`config.mk`:
```
export PLATFORM = sky130hd
export DESIGN_NAME = timer_capture_compare_outputs
export DESIGN_NICKNAME = d
export VERILOG_FILES = /design/src/logic/timer_capture_compare_outputs.v
export VERILOG_INCLUDE_DIRS = /design/src /design/src/logic
export SDC_FILE = /design/constraint.sdc
export NUM_CORES = 1
export LEC_CHECK = 0
export ABC_AREA = 1
export BUFFER_PORTS_ARGS = -buffer_cell sky130_fd_sc_hd__buf_2
export CELL_PAD_IN_SITES_DETAIL_PLACEMENT = 1
export CELL_PAD_IN_SITES_GLOBAL_PLACEMENT = 1
export CORE_ASPECT_RATIO = 1.25
export CORE_MARGIN = 2
export CORE_UTILIZATION = 35
export CTS_BUF_LIST = sky130_fd_sc_hd__clkbuf_8
export CTS_CLUSTER_SIZE = 25
export DETAILED_ROUTE_END_ITERATION = 10
export PLACE_DENSITY = 0.69
export SETUP_SLACK_MARGIN = 0.02
export SKIP_LAST_GASP = 1
export SLEW_MARGIN = 25
export SYNTH_ARGS = -nofsm -noshare
export SYNTH_HDL_FRONTEND = slang
export SYNTH_SLANG_ARGS = --single-unit
```
`constraint.sdc`:
```
create_clock -name pclk -period 1.64 [get_ports pclk]
set_clock_uncertainty 0.05 [all_clocks]
set_input_delay 0.246 -clock pclk [delete_from_list [all_inputs] [get_ports pclk]]
set_output_delay 0.246 -clock pclk [all_outputs]
set_load 0.05 [all_outputs]
```
`src/logic/capcmp_defines.vh`:
```
/*
 * register map, field positions and reset values of the capture / compare block.
 * assumes an apb master with 32-bit data and word-aligned addresses.
 */
`ifndef CAPCMP_DEFINES_VH
`define CAPCMP_DEFINES_VH

// ----------------------------------------
// register byte addresses
// ----------------------------------------
`define A_CAP_EDGE      8'h00
`define A_CAP_VAL0      8'h04
`define A_CAP_VAL1      8'h08
`define A_CAP_VAL2      8'h0C
`define A_CAP_VAL3      8'h10
`define A_SET_MATCH     8'h14
`define A_RESET_MATCH   8'h18
`define A_TOGGLE_MATCH  8'h1C
`define A_SET_EN        8'h20
`define A_RESET_EN      8'h24
`define A_FLAGS         8'h28
`define A_FLAG_MASK     8'h2C
`define A_TIMER         8'h30
`define A_TIMER_CTRL    8'h34
`define A_OUT_STATE     8'h38

// ----------------------------------------
// fields and widths
// ----------------------------------------
`define ADDR_W          8
`define CAP_N           4
`define SR_N            6
`define TOG_A_BIT       6
`define TOG_B_BIT       7
`define FLAG_N          7
`define FLAG_SET_BIT    4
`define FLAG_RESET_BIT  5
`define FLAG_TOG_BIT    6
`define PHASES          12
`define PHASE_W         4
`define PHASE_LAST      4'hB

// ----------------------------------------
// reset values
// ----------------------------------------
`define RST_BYTE        8'h00
`define RST_WORD        16'h0000
`define RST_EDGE        8'h00
`define RST_FLAGS       7'h00
`define ZERO32          32'h00000000

`endif

```
`src/logic/timer_capture_compare_outputs.v`:
```
/*
 * capture / compare block on a free-running 16-bit timer, apb register slave.
 * assumes capture pins are asynchronous to pclk; the machine cycle is an
 * internal divide-by-twelve of pclk; outputs drive a port mux outside.
 */
// The APB register port and the placing of the registers were left to the implementer.
`timescale 1ns/1ps
`include "capcmp_defines.vh"

module timer_capture_compare_outputs (
    input wire pclk,
    input wire presetn,
    input wire psel,
    input wire penable,
    input wire pwrite,
    input wire [7:0] paddr,
    input wire [31:0] pwdata,
    output reg [31:0] prdata,
    output reg pready,
    output reg pslverr,
    input wire [3:0] capture_in,
    output reg [5:0] setreset_out,
    output reg toggle_output_a,
    output reg toggle_output_b,
    output reg irq_q
);

    // ----------------------------------------
    // machine cycle phase divider
    // ----------------------------------------
    // twelve pclk make one machine cycle: phase 0 samples and compares,
    // the last phase moves the count and loads the captures
    reg [`PHASE_W-1:0] phase_q;
    wire state_one_phase_one;
    assign state_one_phase_one = (phase_q == {`PHASE_W{1'b0}});
    wire cycle_end;
    assign cycle_end = (phase_q == `PHASE_LAST);

    always @(posedge pclk or negedge presetn) begin
        if (!presetn) begin
            phase_q <= {`PHASE_W{1'b0}};
        end else if (cycle_end) begin
            phase_q <= {`PHASE_W{1'b0}};
        end else begin
            phase_q <= phase_q + 4'h1;
        end
    end

    // ----------------------------------------
    // registers
    // ----------------------------------------
    reg [7:0] capture_edge_control_q;
    reg [15:0] cap_val_q [0:`CAP_N-1];
    reg [15:0] set_match_value_q;
    reg [15:0] reset_match_value_q;
    reg [15:0] toggle_match_value_q;
    // only the six writable enables live here; the two upper bits of that
    // register read back the toggle flops
    reg [5:0] set_enable_q;
    reg [7:0] reset_and_toggle_enable_q;
    reg [`FLAG_N-1:0] timer_interrupt_flags_q;
    reg [`FLAG_N-1:0] flag_mask_q;
    reg [15:0] timer_q;
    reg timer_run_q;
    reg tog_a_q;
    reg tog_b_q;

    wire wr_en;
    assign wr_en = psel && penable && pwrite && pready;

    // ----------------------------------------
    // timer
    // ----------------------------------------
    // the count advances once per machine cycle, at its last phase, so
    // matches and captures inside a cycle all see one stable value
    always @(posedge pclk or negedge presetn) begin
        if (!presetn) begin
            timer_q <= `RST_WORD;
        end else if (timer_run_q && cycle_end) begin
            timer_q <= timer_q + 16'h0001;
        end
    end

    // a match only counts in the first phase after the count moved: a stopped
    // timer parked on a match value must not pulse every machine cycle
    // limitation: a match value equal to the count at the moment it is written
    // hits only when the count comes round again
    // no software write path to the count: only reset clears it
    reg count_moved_q;
    always @(posedge pclk or negedge presetn) begin
        if (!presetn) begin
            count_moved_q <= 1'b0;
        end else begin
            count_moved_q <= timer_run_q && cycle_end;
        end
    end

    // ----------------------------------------
    // capture inputs
    // ----------------------------------------
    // two flops per pin: the pins are asynchronous to pclk
    reg [3:0] cap_sync1_q;
    reg [3:0] cap_sync2_q;
    reg [3:0] cap_now_q;
    reg [3:0] cap_hit_q;
    // the first sample after reset holds the synchroniser's reset value, not
    // the pin; edges are judged from the third sample on, or an input that
    // idles high would fake a rise right after reset
    reg [1:0] cap_primed_q;

    always @(posedge pclk or negedge presetn) begin
        if (!presetn) begin
            cap_sync1_q <= 4'h0;
            cap_sync2_q <= 4'h0;
        end else begin
            cap_sync1_q <= capture_in;
            cap_sync2_q <= cap_sync1_q;
        end
    end

    function [3:0] edge_select;
        input [3:0] now;
        input [3:0] prev;
        input [7:0] ctrl;
        integer k;
        begin
            edge_select = 4'h0;
            for (k = 0; k < `CAP_N; k = k + 1) begin
                // rise: even control bit, fall: odd control bit
                edge_select[k] = (now[k] & ~prev[k] & ctrl[2*k]) | (~now[k] & prev[k] & ctrl[2*k+1]);
            end
        end
    endfunction

    // one sample per cycle
    // sampled once per machine cycle; the detected edge is held until the
    // cycle's end so the load uses the count of that same cycle
    always @(posedge pclk or negedge presetn) begin
        if (!presetn) begin
            cap_now_q <= 4'h0;
            cap_hit_q <= 4'h0;
            cap_primed_q <= 2'b00;
        end else if (state_one_phase_one) begin
            cap_now_q <= cap_sync2_q;
            cap_primed_q <= {cap_primed_q[0], 1'b1};
            cap_hit_q <= cap_primed_q[1] ? edge_select(cap_sync2_q, cap_now_q, capture_edge_control_q) : 4'h0;
        end else if (cycle_end) begin
            cap_hit_q <= 4'h0;
        end
    end

    integer ci;
    always @(posedge pclk or negedge presetn) begin
        if (!presetn) begin
            for (ci = 0; ci < `CAP_N; ci = ci + 1) begin
                cap_val_q[ci] <= `RST_WORD;
            end
        end else if (cycle_end) begin
            for (ci = 0; ci < `CAP_N; ci = ci + 1) begin
                if (cap_hit_q[ci]) begin
                    cap_val_q[ci] <= timer_q;
                end
            end
        end
    end

    // ----------------------------------------
    // compare
    // ----------------------------------------
    // continuous compare
    // pulses fire once per machine cycle, in its first phase, so a match
    // that holds for the whole count value still yields one pulse
    wire set_pulse;
    wire reset_pulse;
    wire tog_pulse;
    wire match_slot;
    assign match_slot = state_one_phase_one && count_moved_q;
    assign set_pulse = match_slot && (timer_q == set_match_value_q);
    assign reset_pulse = match_slot && (timer_q == reset_match_value_q);
    assign tog_pulse = match_slot && (timer_q == toggle_match_value_q);

    wire [`SR_N-1:0] sr_set;
    wire [`SR_N-1:0] sr_clr;
    assign sr_set = {`SR_N{set_pulse}} & set_enable_q;
    assign sr_clr = {`SR_N{reset_pulse}} & reset_and_toggle_enable_q[`SR_N-1:0];

    // six set/reset outputs
    // set wins when both matches hit the same output in the same cycle
    always @(posedge pclk or negedge presetn) begin
        if (!presetn) begin
            setreset_out <= 6'h00;
        end else begin
            setreset_out <= (setreset_out & ~sr_clr) | sr_set;
        end
    end

    // no software write
    // cleared by reset only so the state read back is defined; software
    // should still check it against the wanted phase before relying on it
    wire tog_a_hit;
    wire tog_b_hit;
    assign tog_a_hit = tog_pulse && reset_and_toggle_enable_q[`TOG_A_BIT];
    assign tog_b_hit = tog_pulse && reset_and_toggle_enable_q[`TOG_B_BIT];
    always @(posedge pclk or negedge presetn) begin
        if (!presetn) begin
            tog_a_q <= 1'b0;
            tog_b_q <= 1'b0;
            toggle_output_a <= 1'b0;
            toggle_output_b <= 1'b0;
        end else begin
            if (tog_a_hit) begin
                tog_a_q <= ~tog_a_q;
            end
            if (tog_b_hit) begin
                tog_b_q <= ~tog_b_q;
            end
            toggle_output_a <= tog_a_q;
            toggle_output_b <= tog_b_q;
        end
    end

    // ----------------------------------------
    // flags and interrupt
    // ----------------------------------------
    // a capture flag rises with the load, at the end of the cycle
    wire [`CAP_N-1:0] cap_load;
    assign cap_load = cycle_end ? cap_hit_q : 4'h0;
    wire [`FLAG_N-1:0] flag_events;
    assign flag_events = {tog_pulse, reset_pulse, set_pulse, cap_load};

    // only a write to the flag register's own address may clear flags
    wire [`FLAG_N-1:0] flag_clear;
    assign flag_clear = (wr_en && (paddr == `A_FLAGS)) ? pwdata[`FLAG_N-1:0] : `RST_FLAGS;

    // sticky, write one to clear
    // set has priority over a clear in the same cycle
    always @(posedge pclk or negedge presetn) begin
        if (!presetn) begin
            timer_interrupt_flags_q <= `RST_FLAGS;
        end else begin
            timer_interrupt_flags_q <= (timer_interrupt_flags_q & ~flag_clear) | flag_events;
        end
    end

    // per-flag mask
    // registered so the request never glitches while flags and mask change
    always @(posedge pclk or negedge presetn) begin
        if (!presetn) begin
            irq_q <= 1'b0;
        end else begin
            irq_q <= |(timer_interrupt_flags_q & flag_mask_q);
        end
    end

    // ----------------------------------------
    // apb writes
    // ----------------------------------------
    always @(posedge pclk or negedge presetn) begin
        if (!presetn) begin
            capture_edge_control_q <= `RST_EDGE;
            set_match_value_q <= `RST_WORD;
            reset_match_value_q <= `RST_WORD;
            toggle_match_value_q <= `RST_WORD;
            set_enable_q <= 6'h00;
            reset_and_toggle_enable_q <= `RST_BYTE;
            flag_mask_q <= `RST_FLAGS;
            timer_run_q <= 1'b0;
        end else if (wr_en) begin
            case (paddr)
                `A_CAP_EDGE: capture_edge_control_q <= pwdata[7:0];
                `A_SET_MATCH: set_match_value_q <= pwdata[15:0];
                `A_RESET_MATCH: reset_match_value_q <= pwdata[15:0];
                `A_TOGGLE_MATCH: toggle_match_value_q <= pwdata[15:0];
                // bits 7:6 are read-only toggle states
                `A_SET_EN: set_enable_q <= pwdata[5:0];
                `A_RESET_EN: reset_and_toggle_enable_q <= pwdata[7:0];
                `A_FLAG_MASK: flag_mask_q <= pwdata[`FLAG_N-1:0];
                `A_TIMER_CTRL: timer_run_q <= pwdata[0];
                // unmapped and read-only addresses are dropped here
                default: begin
                end
            endcase
        end
    end

    // ----------------------------------------
    // apb reads and handshake
    // ----------------------------------------
    // addresses past the end of the map and unaligned addresses answer with an error
    function mapped;
        input [7:0] a;
        begin
            mapped = (a <= `A_OUT_STATE) && (a[1:0] == 2'b00);
        end
    endfunction

    reg [31:0] rd_d;
    always @* begin
        rd_d = `ZERO32;
        case (paddr)
            `A_CAP_EDGE: rd_d = {24'h000000, capture_edge_control_q};
            `A_CAP_VAL0: rd_d = {16'h0000, cap_val_q[0]};
            `A_CAP_VAL1: rd_d = {16'h0000, cap_val_q[1]};
            `A_CAP_VAL2: rd_d = {16'h0000, cap_val_q[2]};
            `A_CAP_VAL3: rd_d = {16'h0000, cap_val_q[3]};
            `A_SET_MATCH: rd_d = {16'h0000, set_match_value_q};
            `A_RESET_MATCH: rd_d = {16'h0000, reset_match_value_q};
            `A_TOGGLE_MATCH: rd_d = {16'h0000, toggle_match_value_q};
            `A_SET_EN: rd_d = {24'h000000, tog_b_q, tog_a_q, set_enable_q};
            `A_RESET_EN: rd_d = {24'h000000, reset_and_toggle_enable_q};
            `A_FLAGS: rd_d = {25'h0000000, timer_interrupt_flags_q};
            `A_FLAG_MASK: rd_d = {25'h0000000, flag_mask_q};
            `A_TIMER: rd_d = {16'h0000, timer_q};
            `A_TIMER_CTRL: rd_d = {31'h00000000, timer_run_q};
            `A_OUT_STATE: rd_d = {24'h000000, toggle_output_b, toggle_output_a, setreset_out};
            default: rd_d = `ZERO32;
        endcase
    end

    // one wait state: pready rises after the first access cycle, then drops
    // prdata is rewritten on every access (zero for writes), held between
    always @(posedge pclk or negedge presetn) begin
        if (!presetn) begin
            pready <= 1'b0;
            pslverr <= 1'b0;
            prdata <= `ZERO32;
        end else if (psel && penable && !pready) begin
            pready <= 1'b1;
            pslverr <= !mapped(paddr);
            prdata <= pwrite ? `ZERO32 : rd_d;
        end else begin
            pready <= 1'b0;
            pslverr <= 1'b0;
        end
    end

endmodule // timer_capture_compare_outputs

```
==> metrics <==
DRT Wirelength 37.4 mm; 1st-iter DRT viols 472; distinct cell type count after synthesis 39; Max Fclk 586 MHz; Synth area leader dfrtp_1; clk slew on worst S/H paths 0.06 ns; worst-case clock buffer depth 3; WS Path Type flip-flop to flip-flop; Worst slew margin 59.2%; Antenna Cells 0; overall die width 162 µm; Crit-path slowest cell dfrtp_1; final hold viol count 0; failing checks setup timing; final RePlAce weighted congestion 0.824; site row count 72; sequential-to-total area share from yosys stat 49.8%; clock insertion delay at the later pin of the skew report 0.56 ns; Worst path max stage delay 0.41 ns; Total GRT Usage 23.1%; WP data arrival 2.11 ns; Switch Pwr 2.77 mW; Hold EP set_match_value_q[7]$_DFFE_PN0P_; PD cells 806 nW/µm²; Core Region 30800 µm²; Syn. warnings 0; initial antenna violation count 0; R2R Path End timer_q[15]$_DFFE_PN0P_; Syn Std Cell Area 10900 µm²; most common cell in the netlist nand2_1; reg-to-reg critical path startpoint phase_q[1]$_DFF_PN0_; Synth Flop Type dfrtp_1; Die H 201 µm; peak supply drop 0.626 mV; post-layout net count 1570; Pwr Total 11.1 mW; CP required 2.05 ns; vias in the first global route 10400; Sum Neg Setup Slack -0.534 ns; DRC 0; Slew Limit Fails 0; htree depth 2; Tcrit/Tclk final 104%; worst hold path class input pin to flip-flop; Die ar. 32600 µm²; CTS Buf Count 39; post-synth top area share 49.8%; vias per inst 4.95; Hold Crit Start pwdata[7]; run status finished with violations; internal power 8.31 mW; clock share of power 46.0%; RSZ-0062 raised after global routing true; WP buf/inv 1; Sequential Power Share 48.8%; post-route setup slack -0.0664 ns; type of origin of the critical path flip-flop; pre-CTS setup slack -0.184 ns; CTS tree yes; final setup fails 14; time the worst path needs with I/O delays and setup 1.71 ns; port bufs 59; via count 9669; Wirelength per Cell 19.2 µm; CTS root buffer clkbuf_8; pin count of the biggest net entering global routing 49; crit end category flip-flop; Crit Path Max Fanout 3; R2R setup slack -0.07 ns; io pins 92; first-pass GRT wire length 58.1 mm; Sink Count 217; most instantiated cells after synthesis nand2_1 (466), dfrtp_1 (217), o21ai_0 (119); Least-Margin Pin Slew 0.612 ns; Congestion Overflow GR 0; synth top area cells dfrtp_1 (50%), nand2_1 (16%), o21ai_0 (5.5%); syn avg cell area 8.15 µm²; Initial Util 35.4%; Leak Pwr 6.95 nW; post-route ant nets 0; Hold Path Depth 3; P&R area growth vs syn 26.1%; Worst Reg-to-Reg Cells 12; fraction of registers with async set/reset 100%; cells after synthesis 1337; 1st-pass router iterations 5; Combinational Power Share 5.3%; synthesized flop and latch total 217; EDFF count, synth 0; DP Wirelength 26.6 mm; max cap viols 0; share of cells above drive strength 1 22.9%; WHS 0.0493 ns; fill count 3757; Top delay family on crit path simple AND/OR/NAND/NOR gates; CP Cell Sequence ha_4 -> nand2_4 -> nor2_4 -> nand2_4 -> nor2_4 -> nand2_2 -> nor2_4 -> nand2_4 -> inv_4 -> nand2_2 -> nand2_1 -> nand2_1; Switching Share 25.0%
[worst min-delay path, stage by stage]
cell,delay [ns]
buf_2,0.07
inv_1,0.14
o21ai_2,0.17
[routing by layer]
| metal | GRT usage [%] | wire length [µm] | vias up | part of all wire [%] |
|---|---|---|---|---|
| met5 | 0 | 0 | - | 0 |
| met4 | 10.3 | 1700 | 0 | 4.6 |
| met3 | 3.46 | 1500 | 87 | 4.0 |
| met2 | 40.4 | 19100 | 212 | 51 |
| met1 | 27.9 | 15100 | 4775 | 40 |
| li1 | - | - | 4595 | - |
[timing repair]
action                                 in CTS  in global routing
setup buffers                               2                  7
gates resized for setup                    24                 32
hold buffers                               15                  0
pin swaps                                  12                 11
gates cloned                                0                  3
setup endpoints to repair                  17                 31
endpoints found under the hold margin     237                  0
[worst max-delay path by stage]
stage | cells after the start | to | slack, ns | start
after floorplan | 9 | setreset_out[0]$_DFF_PN0_ | 0.04 | phase_q[0]$_DFF_PN0_
after global placement | 9 | timer_q[12]$_DFFE_PN0P_ | -0.11 | phase_q[0]$_DFF_PN0_
after detailed placement | 13 | prdata[2]$_DFFE_PN0P_ | -0.18 | paddr[4]
after CTS | 9 | setreset_out[0]$_DFF_PN0_ | -0.07 | phase_q[1]$_DFF_PN0_
after global routing | 12 | timer_q[15]$_DFFE_PN0P_ | -0.16 | phase_q[1]$_DFF_PN0_
final | 12 | timer_q[15]$_DFFE_PN0P_ | -0.07 | phase_q[1]$_DFF_PN0_
[power groups by stage]
stage	registers (mW)	clock network [mW]	logic, mW
after detailed placement	5.50	0	0.563
after global routing	5.40	5.46	0.632
after floorplan	5.50	0	0.259
after global placement	5.50	0	0.554
final	5.40	5.09	0.582
after CTS	5.40	5.22	0.592
[registers in the layout, indices dropped and copies added (netlist names), 8 cells and up]
signal	count
timer_q	16
toggle_match_value_q	16
cap_val_q	64
prdata	16
set_match_value_q	16
reset_and_toggle_enable_q	8
reset_match_value_q	16
capture_edge_control_q	8
[per-stage QoR]
stage               area (µm²)  instances  utilization [%]
finish                   13700       1953             44.6
global placement         12500       1858             40.6
floorplan                11000       1352                -
global route             13700       1953             44.6
CTS                      13500       1944             43.9
detailed placement       12500       1858             40.6
[cell type report]
class                           count  area [µm²]  area share [%]
Sequential cell                   217        5440            39.6
Multi-Input combinational cell    960        4830            35.1
Timing Repair Buffer              193        1780            12.9
Clock buffer                       51         702            5.11
Tap cell                          407         509            3.71
Inverter                          107         410            2.99
Clock inverter                     18        72.6           0.528
[cells by family after synthesis]
family / after synthesis / synth area share, %
other: 1 / 0.0344
AO/OA/AOI/OAI: 189 / 9.41
buffers and inverters: 175 / 7.75
AND/OR/NAND/NOR: 703 / 28.7
adder cells (fa/ha/maj): 3 / 0.345
flip-flops: 217 / 49.8
XOR/XNOR: 49 / 3.94
[placed cells by master (no fill, tap or decap), drive strengths merged, types with 9 or more instances in the layout]
master	count
nand2	484
dfrtp	217
o21ai	178
buf	175
inv	116
nand3	99
nor2	91
clkbuf	54
xnor2	26
xor2	23
nand4	17
conb	16
dlygate4sd3	15
clkinv	9
nor3	9
Note: power is estimated with default switching activity, not from simulation.
